**config.mk**
```make
export PLATFORM = sky130hd
export DESIGN_NAME = ppc_regs
export DESIGN_NICKNAME = d
export VERILOG_FILES = /design/src/ppc_pkg.sv /design/src/ppc_regs.sv
export SDC_FILE = /design/constraint.sdc
export NUM_CORES = 1
export LEC_CHECK = 0
export ABC_AREA = 0
export BUFFER_PORTS_ARGS = -buffer_cell sky130_fd_sc_hd__buf_4
export CAP_MARGIN = 20
export CORE_MARGIN = 4
export CORE_UTILIZATION = 48
export DETAILED_ROUTE_END_ITERATION = 10
export PLACE_DENSITY = 0.79
export SYNTH_ARGS = -nofsm -noshare
export SYNTH_HDL_FRONTEND = slang
export SYNTH_SLANG_ARGS = --single-unit
export TNS_END_PERCENT = 100
```
**constraint.sdc**
```tcl
create_clock -name clk -period 7.68 [get_ports clk]
set_input_delay 0 -clock clk [delete_from_list [all_inputs] [get_ports clk]]
set_output_delay 0 -clock clk [all_outputs]
set_load 0.05 [all_outputs]
```
**src/ppc_pkg.sv**
```systemverilog
// Shared constants, field layouts and state type of the port config block.
`default_nettype none
package ppc_pkg;

   // ------------------------------------------------------------
   // Register indices; the byte address is four times the index.
   // ------------------------------------------------------------
   localparam logic [4:0] IDX_GEN = 5'h00;
   localparam logic [4:0] IDX_SRQ = 5'h01;
   localparam logic [4:0] IDX_ADIR = 5'h02;
   localparam logic [4:0] IDX_BDIR = 5'h03;
   localparam logic [4:0] IDX_CDIR = 5'h04;
   localparam logic [4:0] IDX_VEC = 5'h05;
   localparam logic [4:0] IDX_ACR = 5'h06;
   localparam int IDX_MSB = 6;
   localparam int IDX_LSB = 2;

   // ------------------------------------------------------------
   // Reset values and encodings.
   // ------------------------------------------------------------
   localparam logic [7:0] VEC_RESET = 8'h0F;
   localparam logic [1:0] HTRANS_NONSEQ = 2'h2;
   localparam logic [1:0] MODE_0 = 2'h0;
   localparam logic [1:0] MODE_1 = 2'h1;
   localparam logic [1:0] MODE_2 = 2'h2;
   localparam logic [1:0] MODE_3 = 2'h3;
   localparam logic [1:0] SUB_00 = 2'h0;
   localparam logic [1:0] SUB_01 = 2'h1;
   localparam logic [1:0] SVC_DMA_H1 = 2'h2;
   localparam logic [1:0] SRC_1 = 2'h0;
   localparam logic [1:0] SRC_2 = 2'h1;
   localparam logic [1:0] SRC_3 = 2'h2;
   localparam logic [1:0] SRC_4 = 2'h3;

   typedef enum logic [2:0] {
      H2_STATUS_IN, H2_OUT_NEGATED, H2_OUT_ASSERTED, H2_ILK_IN,
      H2_PULSE_IN, H2_ILK_OUT, H2_PULSE_OUT
   } ppc_h2_mode_e;

   // ------------------------------------------------------------
   // Register, peer input, pin and state field layouts, msb first.
   // ------------------------------------------------------------
   typedef struct packed {
      logic [1:0] mode;
      logic [5:0] other;
   } ppc_gcr_s;

   typedef struct packed {
      logic rsvd;
      logic [1:0] svc_sel;
      logic ack_fn;
      logic irq_fn;
      logic [2:0] prio;
   } ppc_srq_s;

   typedef struct packed {
      logic [1:0] sub;
      logic [2:0] h2_ctl;
      logic h2_irq_en;
      logic svc_en;
      logic stat_mode;
   } ppc_acr_s;

   typedef struct packed {
      logic [1:0] a_empty;
      logic [1:0] b_empty;
   } ppc_latch_s;

   typedef struct packed {
      logic [7:0] a_dir;
      logic [7:0] b_dir;
      logic [7:0] c_dir;
      logic c5_irq_fn;
      logic c6_ack_fn;
      ppc_h2_mode_e h2_mode;
      logic first_status;
   } ppc_pins_s;

   typedef struct packed {
      logic wr_pend;
      logic [4:0] wr_idx;
      ppc_gcr_s gen;
      ppc_srq_s srq;
      logic [7:0] adir;
      logic [7:0] bdir;
      logic [7:0] cdir;
      ppc_acr_s acr;
      logic [5:0] vec_up;
      logic vec_wr;
      logic [31:0] rdata;
      logic rdy;
      logic [2:0] ack_sync;
      logic ack_lvl;
      logic st_prev;
      ppc_pins_s pins;
      logic [7:0] prio;
      logic irq1;
      logic dma1;
      logic irq2;
      logic [7:0] vec_out;
      logic vec_vld;
   } ppc_state_s;

endpackage
`default_nettype wire

```
**src/ppc_regs.sv**
```systemverilog
// Port configuration registers behind an AHB-Lite slave.
`timescale 1ns/1ps
`default_nettype none

module ppc_regs (
   input wire logic clk,
   input wire logic reset,
   input wire logic hsel,
   input wire logic [31:0] haddr,
   input wire logic [1:0] htrans,
   input wire logic hwrite,
   input wire logic [2:0] hsize,
   input wire logic [31:0] hwdata,
   input wire logic hready,
   output logic hreadyout,
   output logic hresp,
   output logic [31:0] hrdata,
   input wire ppc_pkg::ppc_latch_s latch_empty,
   input wire logic second_status,
   input wire logic first_hs_req,
   input wire logic [3:0] source_pending,
   input wire logic port_irq_ack_in,
   output ppc_pkg::ppc_pins_s pin_cfg,
   output logic [7:0] prio_order,
   output logic second_irq,
   output logic first_irq,
   output logic first_dma_req,
   output logic [7:0] ack_vector,
   output logic ack_vector_valid
);
   import ppc_pkg::*;

   ppc_state_s s_reg;
   ppc_state_s s_next;
   logic acc;
   logic [4:0] idx;

   // ------------------------------------------------------------
   // Helpers
   // ------------------------------------------------------------

   // Highest priority code sits in bits 7:6.
   function automatic logic [7:0] prio_fn(input logic [2:0] p);
      logic [3:0] hi;
      logic [3:0] lo;
      hi = p[0] ? {SRC_2, SRC_1} : {SRC_1, SRC_2};
      lo = p[1] ? {SRC_4, SRC_3} : {SRC_3, SRC_4};
      prio_fn = p[2] ? {lo, hi} : {hi, lo};
   endfunction

   // Walks lowest to highest so the highest pending source wins.
   function automatic logic [1:0] pick(
      input logic [7:0] ord,
      input logic [3:0] pend
   );
      logic [1:0] c;
      pick = ord[7:6];
      for (int i = 0; i < 4; i++) begin
         c = ord[2*i +: 2];
         if (pend[c]) begin
            pick = c;
         end
      end
   endfunction

   function automatic logic status_fn(
      input logic [1:0] empty,
      input logic both
   );
      status_fn = both ? &empty : |empty;
   endfunction

   function automatic logic [7:0] rd_mux(
      input ppc_state_s s,
      input logic [4:0] i
   );
      case (i)
         IDX_GEN: rd_mux = s.gen;
         IDX_SRQ: rd_mux = s.srq;
         IDX_ADIR: rd_mux = s.adir;
         IDX_BDIR: rd_mux = s.bdir;
         IDX_CDIR: rd_mux = s.cdir;
         IDX_VEC: rd_mux = s.vec_wr ? {s.vec_up, 2'b00} : VEC_RESET;
         IDX_ACR: rd_mux = s.acr;
         default: rd_mux = 8'h00;
      endcase
   endfunction

   function automatic ppc_h2_mode_e h2_fn(
      input logic [1:0] mode,
      input ppc_acr_s a
   );
      logic [2:0] c;
      c = a.h2_ctl;
      h2_fn = H2_STATUS_IN;
      case (mode)
         MODE_0: begin
            if (!c[2]) begin
               h2_fn = H2_STATUS_IN;
            end else if (a.sub[1] || !c[1]) begin
               h2_fn = c[0] ? H2_OUT_ASSERTED : H2_OUT_NEGATED;
            end else if (a.sub == SUB_01) begin
               h2_fn = c[0] ? H2_PULSE_OUT : H2_ILK_OUT;
            end else begin
               h2_fn = c[0] ? H2_PULSE_IN : H2_ILK_IN;
            end
         end
         MODE_1: begin
            if (!c[2]) begin
               h2_fn = H2_STATUS_IN;
            end else begin
               h2_fn = c[0] ? H2_OUT_ASSERTED : H2_OUT_NEGATED;
            end
         end
         MODE_2: begin
            h2_fn = c[0] ? H2_PULSE_OUT : H2_ILK_OUT;
         end
         default: h2_fn = H2_STATUS_IN;
      endcase
   endfunction

   // ------------------------------------------------------------
   // Next state
   // ------------------------------------------------------------
   assign acc = hsel && hready && (htrans == HTRANS_NONSEQ);
   assign idx = haddr[IDX_MSB:IDX_LSB];

   always_comb begin
      s_next = s_reg;
      // Data phase of a write lands here; read data below sees it,
      // so a read right behind a write returns the new value.
      if (s_reg.wr_pend) begin
         // written bits are kept, except srq.rsvd and the two low vector bits
         case (s_reg.wr_idx)
            IDX_GEN: s_next.gen = ppc_gcr_s'(hwdata[7:0]);
            IDX_SRQ: begin
               s_next.srq = ppc_srq_s'(hwdata[7:0]);
               s_next.srq.rsvd = 1'b0;
            end
            IDX_ADIR: s_next.adir = hwdata[7:0];
            IDX_BDIR: s_next.bdir = hwdata[7:0];
            IDX_CDIR: s_next.cdir = hwdata[7:0];
            IDX_VEC: begin
               s_next.vec_up = hwdata[7:2];
               s_next.vec_wr = 1'b1;
            end
            IDX_ACR: s_next.acr = ppc_acr_s'(hwdata[7:0]);
            default: ;
         endcase
      end
      s_next.wr_pend = acc && hwrite;
      s_next.wr_idx = idx;
      s_next.rdy = 1'b1;
      // read path muxes next-state values, so it sees this cycle's write
      if (acc && !hwrite) begin
         s_next.rdata = {24'h000000, rd_mux(s_next, idx)};
      end else begin
         s_next.rdata = 32'h00000000;
      end

      // The acknowledge pin is asynchronous; a level counts only
      // once the second and third stages agree.
      s_next.ack_sync = {s_reg.ack_sync[1:0], port_irq_ack_in};
      if (s_reg.ack_sync[1] == s_reg.ack_sync[2]) begin
         s_next.ack_lvl = s_reg.ack_sync[2];
      end
      s_next.vec_vld = s_next.ack_lvl && !s_reg.ack_lvl &&
                       s_reg.srq.ack_fn;
      if (s_next.vec_vld) begin
         s_next.vec_out = {s_reg.vec_up,
                           pick(s_reg.prio, source_pending)};
      end

      // port A direction off in mode 3
      if (s_reg.gen.mode == MODE_3) begin
         s_next.pins.a_dir = 8'h00;
      end else begin
         s_next.pins.a_dir = s_reg.adir;
      end
      // port B direction off in modes 2 and 3
      if (s_reg.gen.mode == MODE_2 || s_reg.gen.mode == MODE_3) begin
         s_next.pins.b_dir = 8'h00;
      end else begin
         s_next.pins.b_dir = s_reg.bdir;
      end
      s_next.pins.c_dir = s_reg.cdir;
      s_next.pins.c5_irq_fn = s_reg.srq.irq_fn;
      s_next.pins.c6_ack_fn = s_reg.srq.ack_fn;
      s_next.pins.h2_mode = h2_fn(s_reg.gen.mode, s_reg.acr);
      s_next.pins.first_status = 1'b0;
      if (s_reg.gen.mode == MODE_0 && s_reg.acr.sub == SUB_01) begin
         s_next.pins.first_status =
            status_fn(latch_empty.a_empty, s_reg.acr.stat_mode);
      end else if (s_reg.gen.mode == MODE_2) begin
         s_next.pins.first_status =
            status_fn(latch_empty.b_empty, s_reg.acr.stat_mode);
      end
      s_next.prio = prio_fn(s_reg.srq.prio);

      s_next.st_prev = second_status;
      s_next.irq2 = second_status && !s_reg.st_prev &&
                    s_reg.acr.h2_irq_en;
      s_next.dma1 = first_hs_req && s_reg.acr.svc_en &&
                    (s_reg.srq.svc_sel == SVC_DMA_H1);
      s_next.irq1 = first_hs_req && s_reg.acr.svc_en &&
                    (s_reg.srq.svc_sel != SVC_DMA_H1);
   end

   always_ff @(posedge clk or posedge reset) begin
      if (reset) begin
         s_reg <= '0;
         s_reg.vec_up <= VEC_RESET[7:2];
         s_reg.rdy <= 1'b1;
      end else begin
         s_reg <= s_next;
      end
   end

   // ------------------------------------------------------------
   // Outputs
   // ------------------------------------------------------------
   assign hreadyout = s_reg.rdy;
   assign hresp = 1'b0;
   assign hrdata = s_reg.rdata;
   assign pin_cfg = s_reg.pins;
   assign prio_order = s_reg.prio;
   assign second_irq = s_reg.irq2;
   assign first_irq = s_reg.irq1;
   assign first_dma_req = s_reg.dma1;
   assign ack_vector = s_reg.vec_out;
   assign ack_vector_valid = s_reg.vec_vld;
endmodule
`default_nettype wire

```
==> impl_metrics.yaml, run 1 <==
timing:
  relSlewSlack_pct: 39.7
  setup_slack_ps: 4930
  post-route-period-util_pct: 35.8
  rsz0062_at_grt: "no"
  setup_violations: 0
  fin_crit_ps: 2750
  hold_violations: 0
  skew_ps: 7.09
  fmax_mhz: 364
  setup_tns_ps: 0
  worstMarginPinSlew_ps: 900
  finalMaxSlewViolations: 0
floorplanning:
  die_w_um: 117
  rows: 39
  dieArea_um2: 13800
  io-pin-count: 169
  initial_core_util_pct: 49.7
  coreArea_um2: 11600
  die_y_um: 117
setup_path:
  path_max_fanout: 10
  arrival_ps: 3000
  start_kind: "register"
  regToRegSetupSlack_ps: 4930
  crit_family: "simple AND/OR/NAND/NOR gates"
  crit_buf_inv: 0
  cpMaxStageDelayCell: "and4b_1"
  worst_setup_path_end_kind: "register"
  required_ps: 7940
  path_class: "reg2reg"
  crit_start: "s_reg[146]$_DFF_PP0_"
  r2r-start: "s_reg[146]$_DFF_PP0_"
  path_cells: "nor3b_2 -> and4b_1 -> mux2_2 -> a2111oi_0 -> a31oi_1"
  max_stage_delay_ps: 590
layout:
  final_common_cell: "dfrtp_1"
  antenna_cells: 0
  syn2layout_area_growth_pct: 18.6
  drive_gt1_share_pct: 26.1
  layout_common_cells: "120 x dfrtp_1, 89 x buf_4, 60 x nand2_1, 26 x conb_1"
  finalNetCount: 664
  fillers: 918
  largest_reg_flops: 53
pwr:
  cellPowerDensity_nw_per_um2: 257
  switchingPower_w: 0.000469
  p_int_w: 0.00128
  pwr-share-comb_pct: 13.6
  power_leakage_nw: 3.18
  ir_worst_vdd_uv: 133
  pwr-share-seq_pct: 40.3
  netSwitchingFraction_pct: 26.7
  clockPowerShare_pct: 46.1
  finalPower_w: 0.00175
worst_hold_path:
  hold_class: "in2reg"
  hold_start: "latch_empty[3]"
drt:
  dr.pass1.iters: 5
  vias: 4092
  post-route-drc-count: 0
  first_iter_violations: 382
  post_drt_wl_per_cell_um: 18.8
  wl_met3_um: 959
  highest_layer: "met4"
  via_per_inst: 5.57
  route.met2.wl_um: 7130
  wl_met1_um: 5460
  ant_nets: 0
  drt-total-wl_um: 13800
run:
  maxCapViolCount: 0
logic_synthesis:
  synth_xor_area_share_pct: 0
  yosys.area_share.adder_pct: 0.739
  synth.area.mux_share_pct: 8.33
  ys_seq_area_share_pct: 53.1
  yosysWarnings: 0
  synth_top_family_by_area: "simple AND/OR/NAND/NOR gates"
  avgSynthCellArea_um2: 11.0
  syn_inst: 523
  synthArstFlopShare_pct: 100
  syn_area_um2: 5750
  ys.flop_type: "dfrtp_1"
  ys_types: 62
  synth-simple-area-share_pct: 14.4
  synth-edff-count: 0
  ys_ff_latch: 122
  synth-compound-area-share_pct: 10.6
cts:
  post_cts.repair.setup_buffers: 0
  max-clock-path-buffers: 2
  clock_sinks: 122
  clkLatencyLatePin_ps: 410
  root_buffer: "clkbuf_16"
  htreeDepth: 4
  clk_pin_slew_ps: 50
  numCtsBuffers: 17
  cts_tree: "built"
global_route:
  grt_util_all_layers_pct: 20.0
  grt_pass1_wl_um: 21900
  grt_overflow: 0
  grt_pass1_vias: 4262
  grt_antenna_before_repair: 0
  grt_max_degree: 68
outcome:
  status: "complete, no violations"
placed_design:
  pre_cts_ws_ps: 4960
  dp_hpwl_um: 9620
  gp_congestion: 0.931
  io_buffers: 88
==> path summary, 6_finish.rpt <==
check,endpoint,depth (start not counted)
min in group asynchronous,prio_order[3]$_DFF_PP0_,3
worst min-delay path,pin_cfg[0]$_DFF_PP0_,4
max in group asynchronous,s_reg[125]$_DFF_PP0_,4
worst max register to register,hrdata[3]$_DFF_PP0_,5
worst max-delay path,hrdata[3]$_DFF_PP0_,5
worst min register to register,s_next[54]$_DFF_PP0_,0
==> synth_stat cells (6+ instances only) <==
master    instances  area, µm²
o21ai_0          21        105
buf_4            80        601
clkbuf_1         10       37.5
mux2_1           15        169
and2_1           14       87.6
nand2_1          60        225
nand3_1          21        105
nor3_1            6       30.0
mux2_2           16        180
nor2_1            8       30.0
a21oi_1          19       95.1
nor2b_1          10       62.6
a31oi_1           6       37.5
inv_1            17       63.8
dfrtp_1         120       3000
mux2i_1           7       70.1
==> area by class of cell <==
| type | instances | area, µm² | area share, % |
|---|---|---|---|
| Inverter | 17 | 66.3 | 0.972 |
| Tap cell | 143 | 179 | 2.62 |
| Timing Repair Buffer | 107 | 848 | 12.4 |
| Clock buffer | 21 | 470 | 6.89 |
| Sequential cell | 122 | 3060 | 44.8 |
| Clock inverter | 11 | 144 | 2.11 |
| Multi-Input combinational cell | 313 | 2060 | 30.2 |
==> worst register-to-register path: stages, from the launching register on <==
cell and delay (ps):
dfrtp_1 400, nor3b_2 580, and4b_1 590, mux2_2 420
a2111oi_0 400, a31oi_1 200
==> per-stage QoR <==
step / instances / area, µm² / hold slack, ps / util [%]
6_report: 734 / 6820 / 24.2 / 59.0
5_1_grt: 734 / 6820 / 47.0 / 59.0
4_1_cts: 734 / 6820 / 13.2 / 59.0
3_5_place_dp: 684 / 6030 / 112 / 52.1
3_3_place_gp: 684 / 6030 / 110 / 52.1
2_1_floorplan: 547 / 5840 / 31.4 / -
==> cells by family after synthesis <==
kind of cell | after synthesis
other cells | 2
mux | 41
flops | 122
buf+inv | 112
fa+ha+maj | 4
compound gates | 89
simple gates | 153
==> repair_timing <==
item | in CTS | in global routing
resized for setup | 0 | 0
endpoints found under the hold margin | 111 | 0
hold buffers | 18 | 0
==> metal layers <==
layer / track usage (%) / vias up
met1: 23.6 / 2065
met4: 6.96 / 0
met2: 35.4 / 174
met3: 5.00 / 21
li1: - / 1832
met5: 0 / -
==> power by group through the flow <==
stage                     combinational, W  clock, W  sequential [W]
after global placement            0.000225         0        0.000714
after floorplan                   0.000197         0        0.000709
after global routing              0.000252  0.000844        0.000710
after detailed placement          0.000229         0        0.000716
final                             0.000238  0.000809        0.000706
after CTS                         0.000238  0.000818        0.000706
Note: power is estimated with default switching activity, not from simulation.
==> inputs of run 2 (changes only) <==
clock period = 2.6 ns   (was 7.68 ns; I/O delays follow)
==> impl_metrics.yaml, run 2 (synthesized netlist as in run 1, its figures left out) <==
floorplanning:
  die_y_um: 117
  initial_core_util_pct: 49.7
  io-pin-count: 169
  rows: 39
  coreArea_um2: 11600
  dieArea_um2: 13800
  die_w_um: 117
drt:
  via_per_inst: 5.52
  post-route-drc-count: 0
  post_drt_wl_per_cell_um: 18.7
  vias: 4139
  ant_nets: 0
  dr.pass1.iters: 5
  drt-total-wl_um: 14000
  first_iter_violations: 408
pwr:
  p_int_w: 0.00385
  pwr-share-seq_pct: 39.9
  clockPowerShare_pct: 46.5
  netSwitchingFraction_pct: 26.3
  pwr-share-comb_pct: 13.6
  power_leakage_nw: 3.27
  ir_worst_vdd_uv: 519
  cellPowerDensity_nw_per_um2: 752
  switchingPower_w: 0.00137
setup_path:
  start_kind: "register"
  required_ps: 2890
  path_class: "reg2reg"
  arrival_ps: 2480
  path_max_fanout: 4
  regToRegSetupSlack_ps: 410
  worst_setup_path_end_kind: "register"
timing:
  setup_tns_ps: 0
  worstMarginPinSlew_ps: 747
  finalMaxSlewViolations: 0
  rsz0062_at_grt: "no"
  skew_ps: 5.47
  setup_violations: 0
  relSlewSlack_pct: 50.1
  fin_crit_ps: 2190
  post-route-period-util_pct: 84.3
  setup_slack_ps: 408
  hold_violations: 0
  fmax_mhz: 456
cts:
  clkLatencyLatePin_ps: 410
  clock_sinks: 122
  max-clock-path-buffers: 2
  clk_pin_slew_ps: 50
  numCtsBuffers: 17
  root_buffer: "clkbuf_16"
  htreeDepth: 4
  cts_tree: "built"
  post_cts.repair.setup_buffers: 0
layout:
  fillers: 890
  post-route-cell-area_um2: 6940
  layout_common_cells: "120 x dfrtp_1, 105 x buf_4, 60 x nand2_1, 26 x conb_1"
  finalNetCount: 680
  syn2layout_area_growth_pct: 20.7
  largest_reg_flops: 53
  final_common_cell: "dfrtp_1"
  drive_gt1_share_pct: 27.5
  antenna_cells: 0
  fin_cells: 750
placed_design:
  pre_cts_ws_ps: 399
  placed_cell_area_um2: 6150
  dp_cells: 700
  gp_congestion: 0.951
  dp_hpwl_um: 9920
  io_buffers: 88
run:
  maxCapViolCount: 0
global_route:
  grt_antenna_before_repair: 0
  grt_pass1_vias: 4275
  grt_overflow: 0
  grt_pass1_wl_um: 23000
  grt_util_all_layers_pct: 20.9
  grt_max_degree: 37
worst_hold_path:
  hold_class: "in2reg"
outcome:
  status: "complete, no violations"
-- run 2: changes by cell type in the layout (fill, tap and decap cells not counted), sizes merged --
cell,previous run,this run
buf,89,105
clkinvlp,4,2
inv,17,16
clkbuf,21,25
clkinv,4,3
-- run 2: critical path: stages, from the launching register on --
cell and delay, ps:
dfrtp_1 400, nor3b_2 220, and4b_1 360, buf_4 200
mux2_1 350, a32o_1 230, o31a_1 300
-- run 2: repair_timing --
item                                    4_1_cts  5_1_grt
hold buffers                                 18        0
endpoints found under the setup margin        0        0
hold endpoints to repair                     88        0
gates resized for setup                       0        0
-- run 2: layout make-up --
cell class                 instances  area [µm²]  share of cell area [%]
clock buffer                      25         505                    7.28
clock inverter                     7         113                    1.62
inverter                          17        67.6                   0.973
multi-input combinational        313        2060                    29.6
sequential                       122        3060                    44.0
tap                              143         179                    2.58
timing repair buffer             123         968                    13.9
-- run 2: power groups by stage --
stage          logic (W)  clock network (W)  registers, W
6_report        0.000713            0.00243       0.00208
5_1_grt         0.000755            0.00254       0.00209
4_1_cts         0.000715            0.00245       0.00208
3_5_place_dp    0.000688                  0       0.00211
3_3_place_gp    0.000674                  0       0.00210
2_1_floorplan   0.000584                  0       0.00210
-- run 2: path summary, 6_finish.rpt --
path,startpoint,end,cells after the start
setup / recovery,s_reg[146]$_DFF_PP0_,hrdata[6]$_DFF_PP0_,6
hold / removal,latch_empty[1],pin_cfg[0]$_DFF_PP0_,4
setup reg to reg,s_reg[146]$_DFF_PP0_,hrdata[6]$_DFF_PP0_,6
hold reg to reg,s_next[53]$_DFF_PP0_,s_next[54]$_DFF_PP0_,0
max in group asynchronous,reset,pin_cfg[25]$_DFF_PP0_,4
min in group asynchronous,reset,hrdata[7]$_DFF_PP0_,3
-- run 2: through the flow --
| stage | hold WS, ps | power, W | utilization (%) |
|---|---|---|---|
| after floorplan | 31.4 | 0.00268 | - |
| after global placement | 110 | 0.00278 | 53.1 |
| after detailed placement | 115 | 0.00280 | 53.1 |
| after CTS | 3.31 | 0.00525 | 60.0 |
| after global routing | 3.99 | 0.00539 | 60.0 |
| final | 6.09 | 0.00522 | 60.0 |
-- run 2: per-layer routing --
| metal | vias up | GRT usage [%] | share of wire (%) |
|---|---|---|---|
| li1 | 1871 | - | - |
| met1 | 2056 | 26.0 | 40 |
| met2 | 183 | 35.1 | 51 |
| met3 | 29 | 5.62 | 6.5 |
| met4 | 0 | 7.99 | 2.5 |
| met5 | - | 0 | 0 |
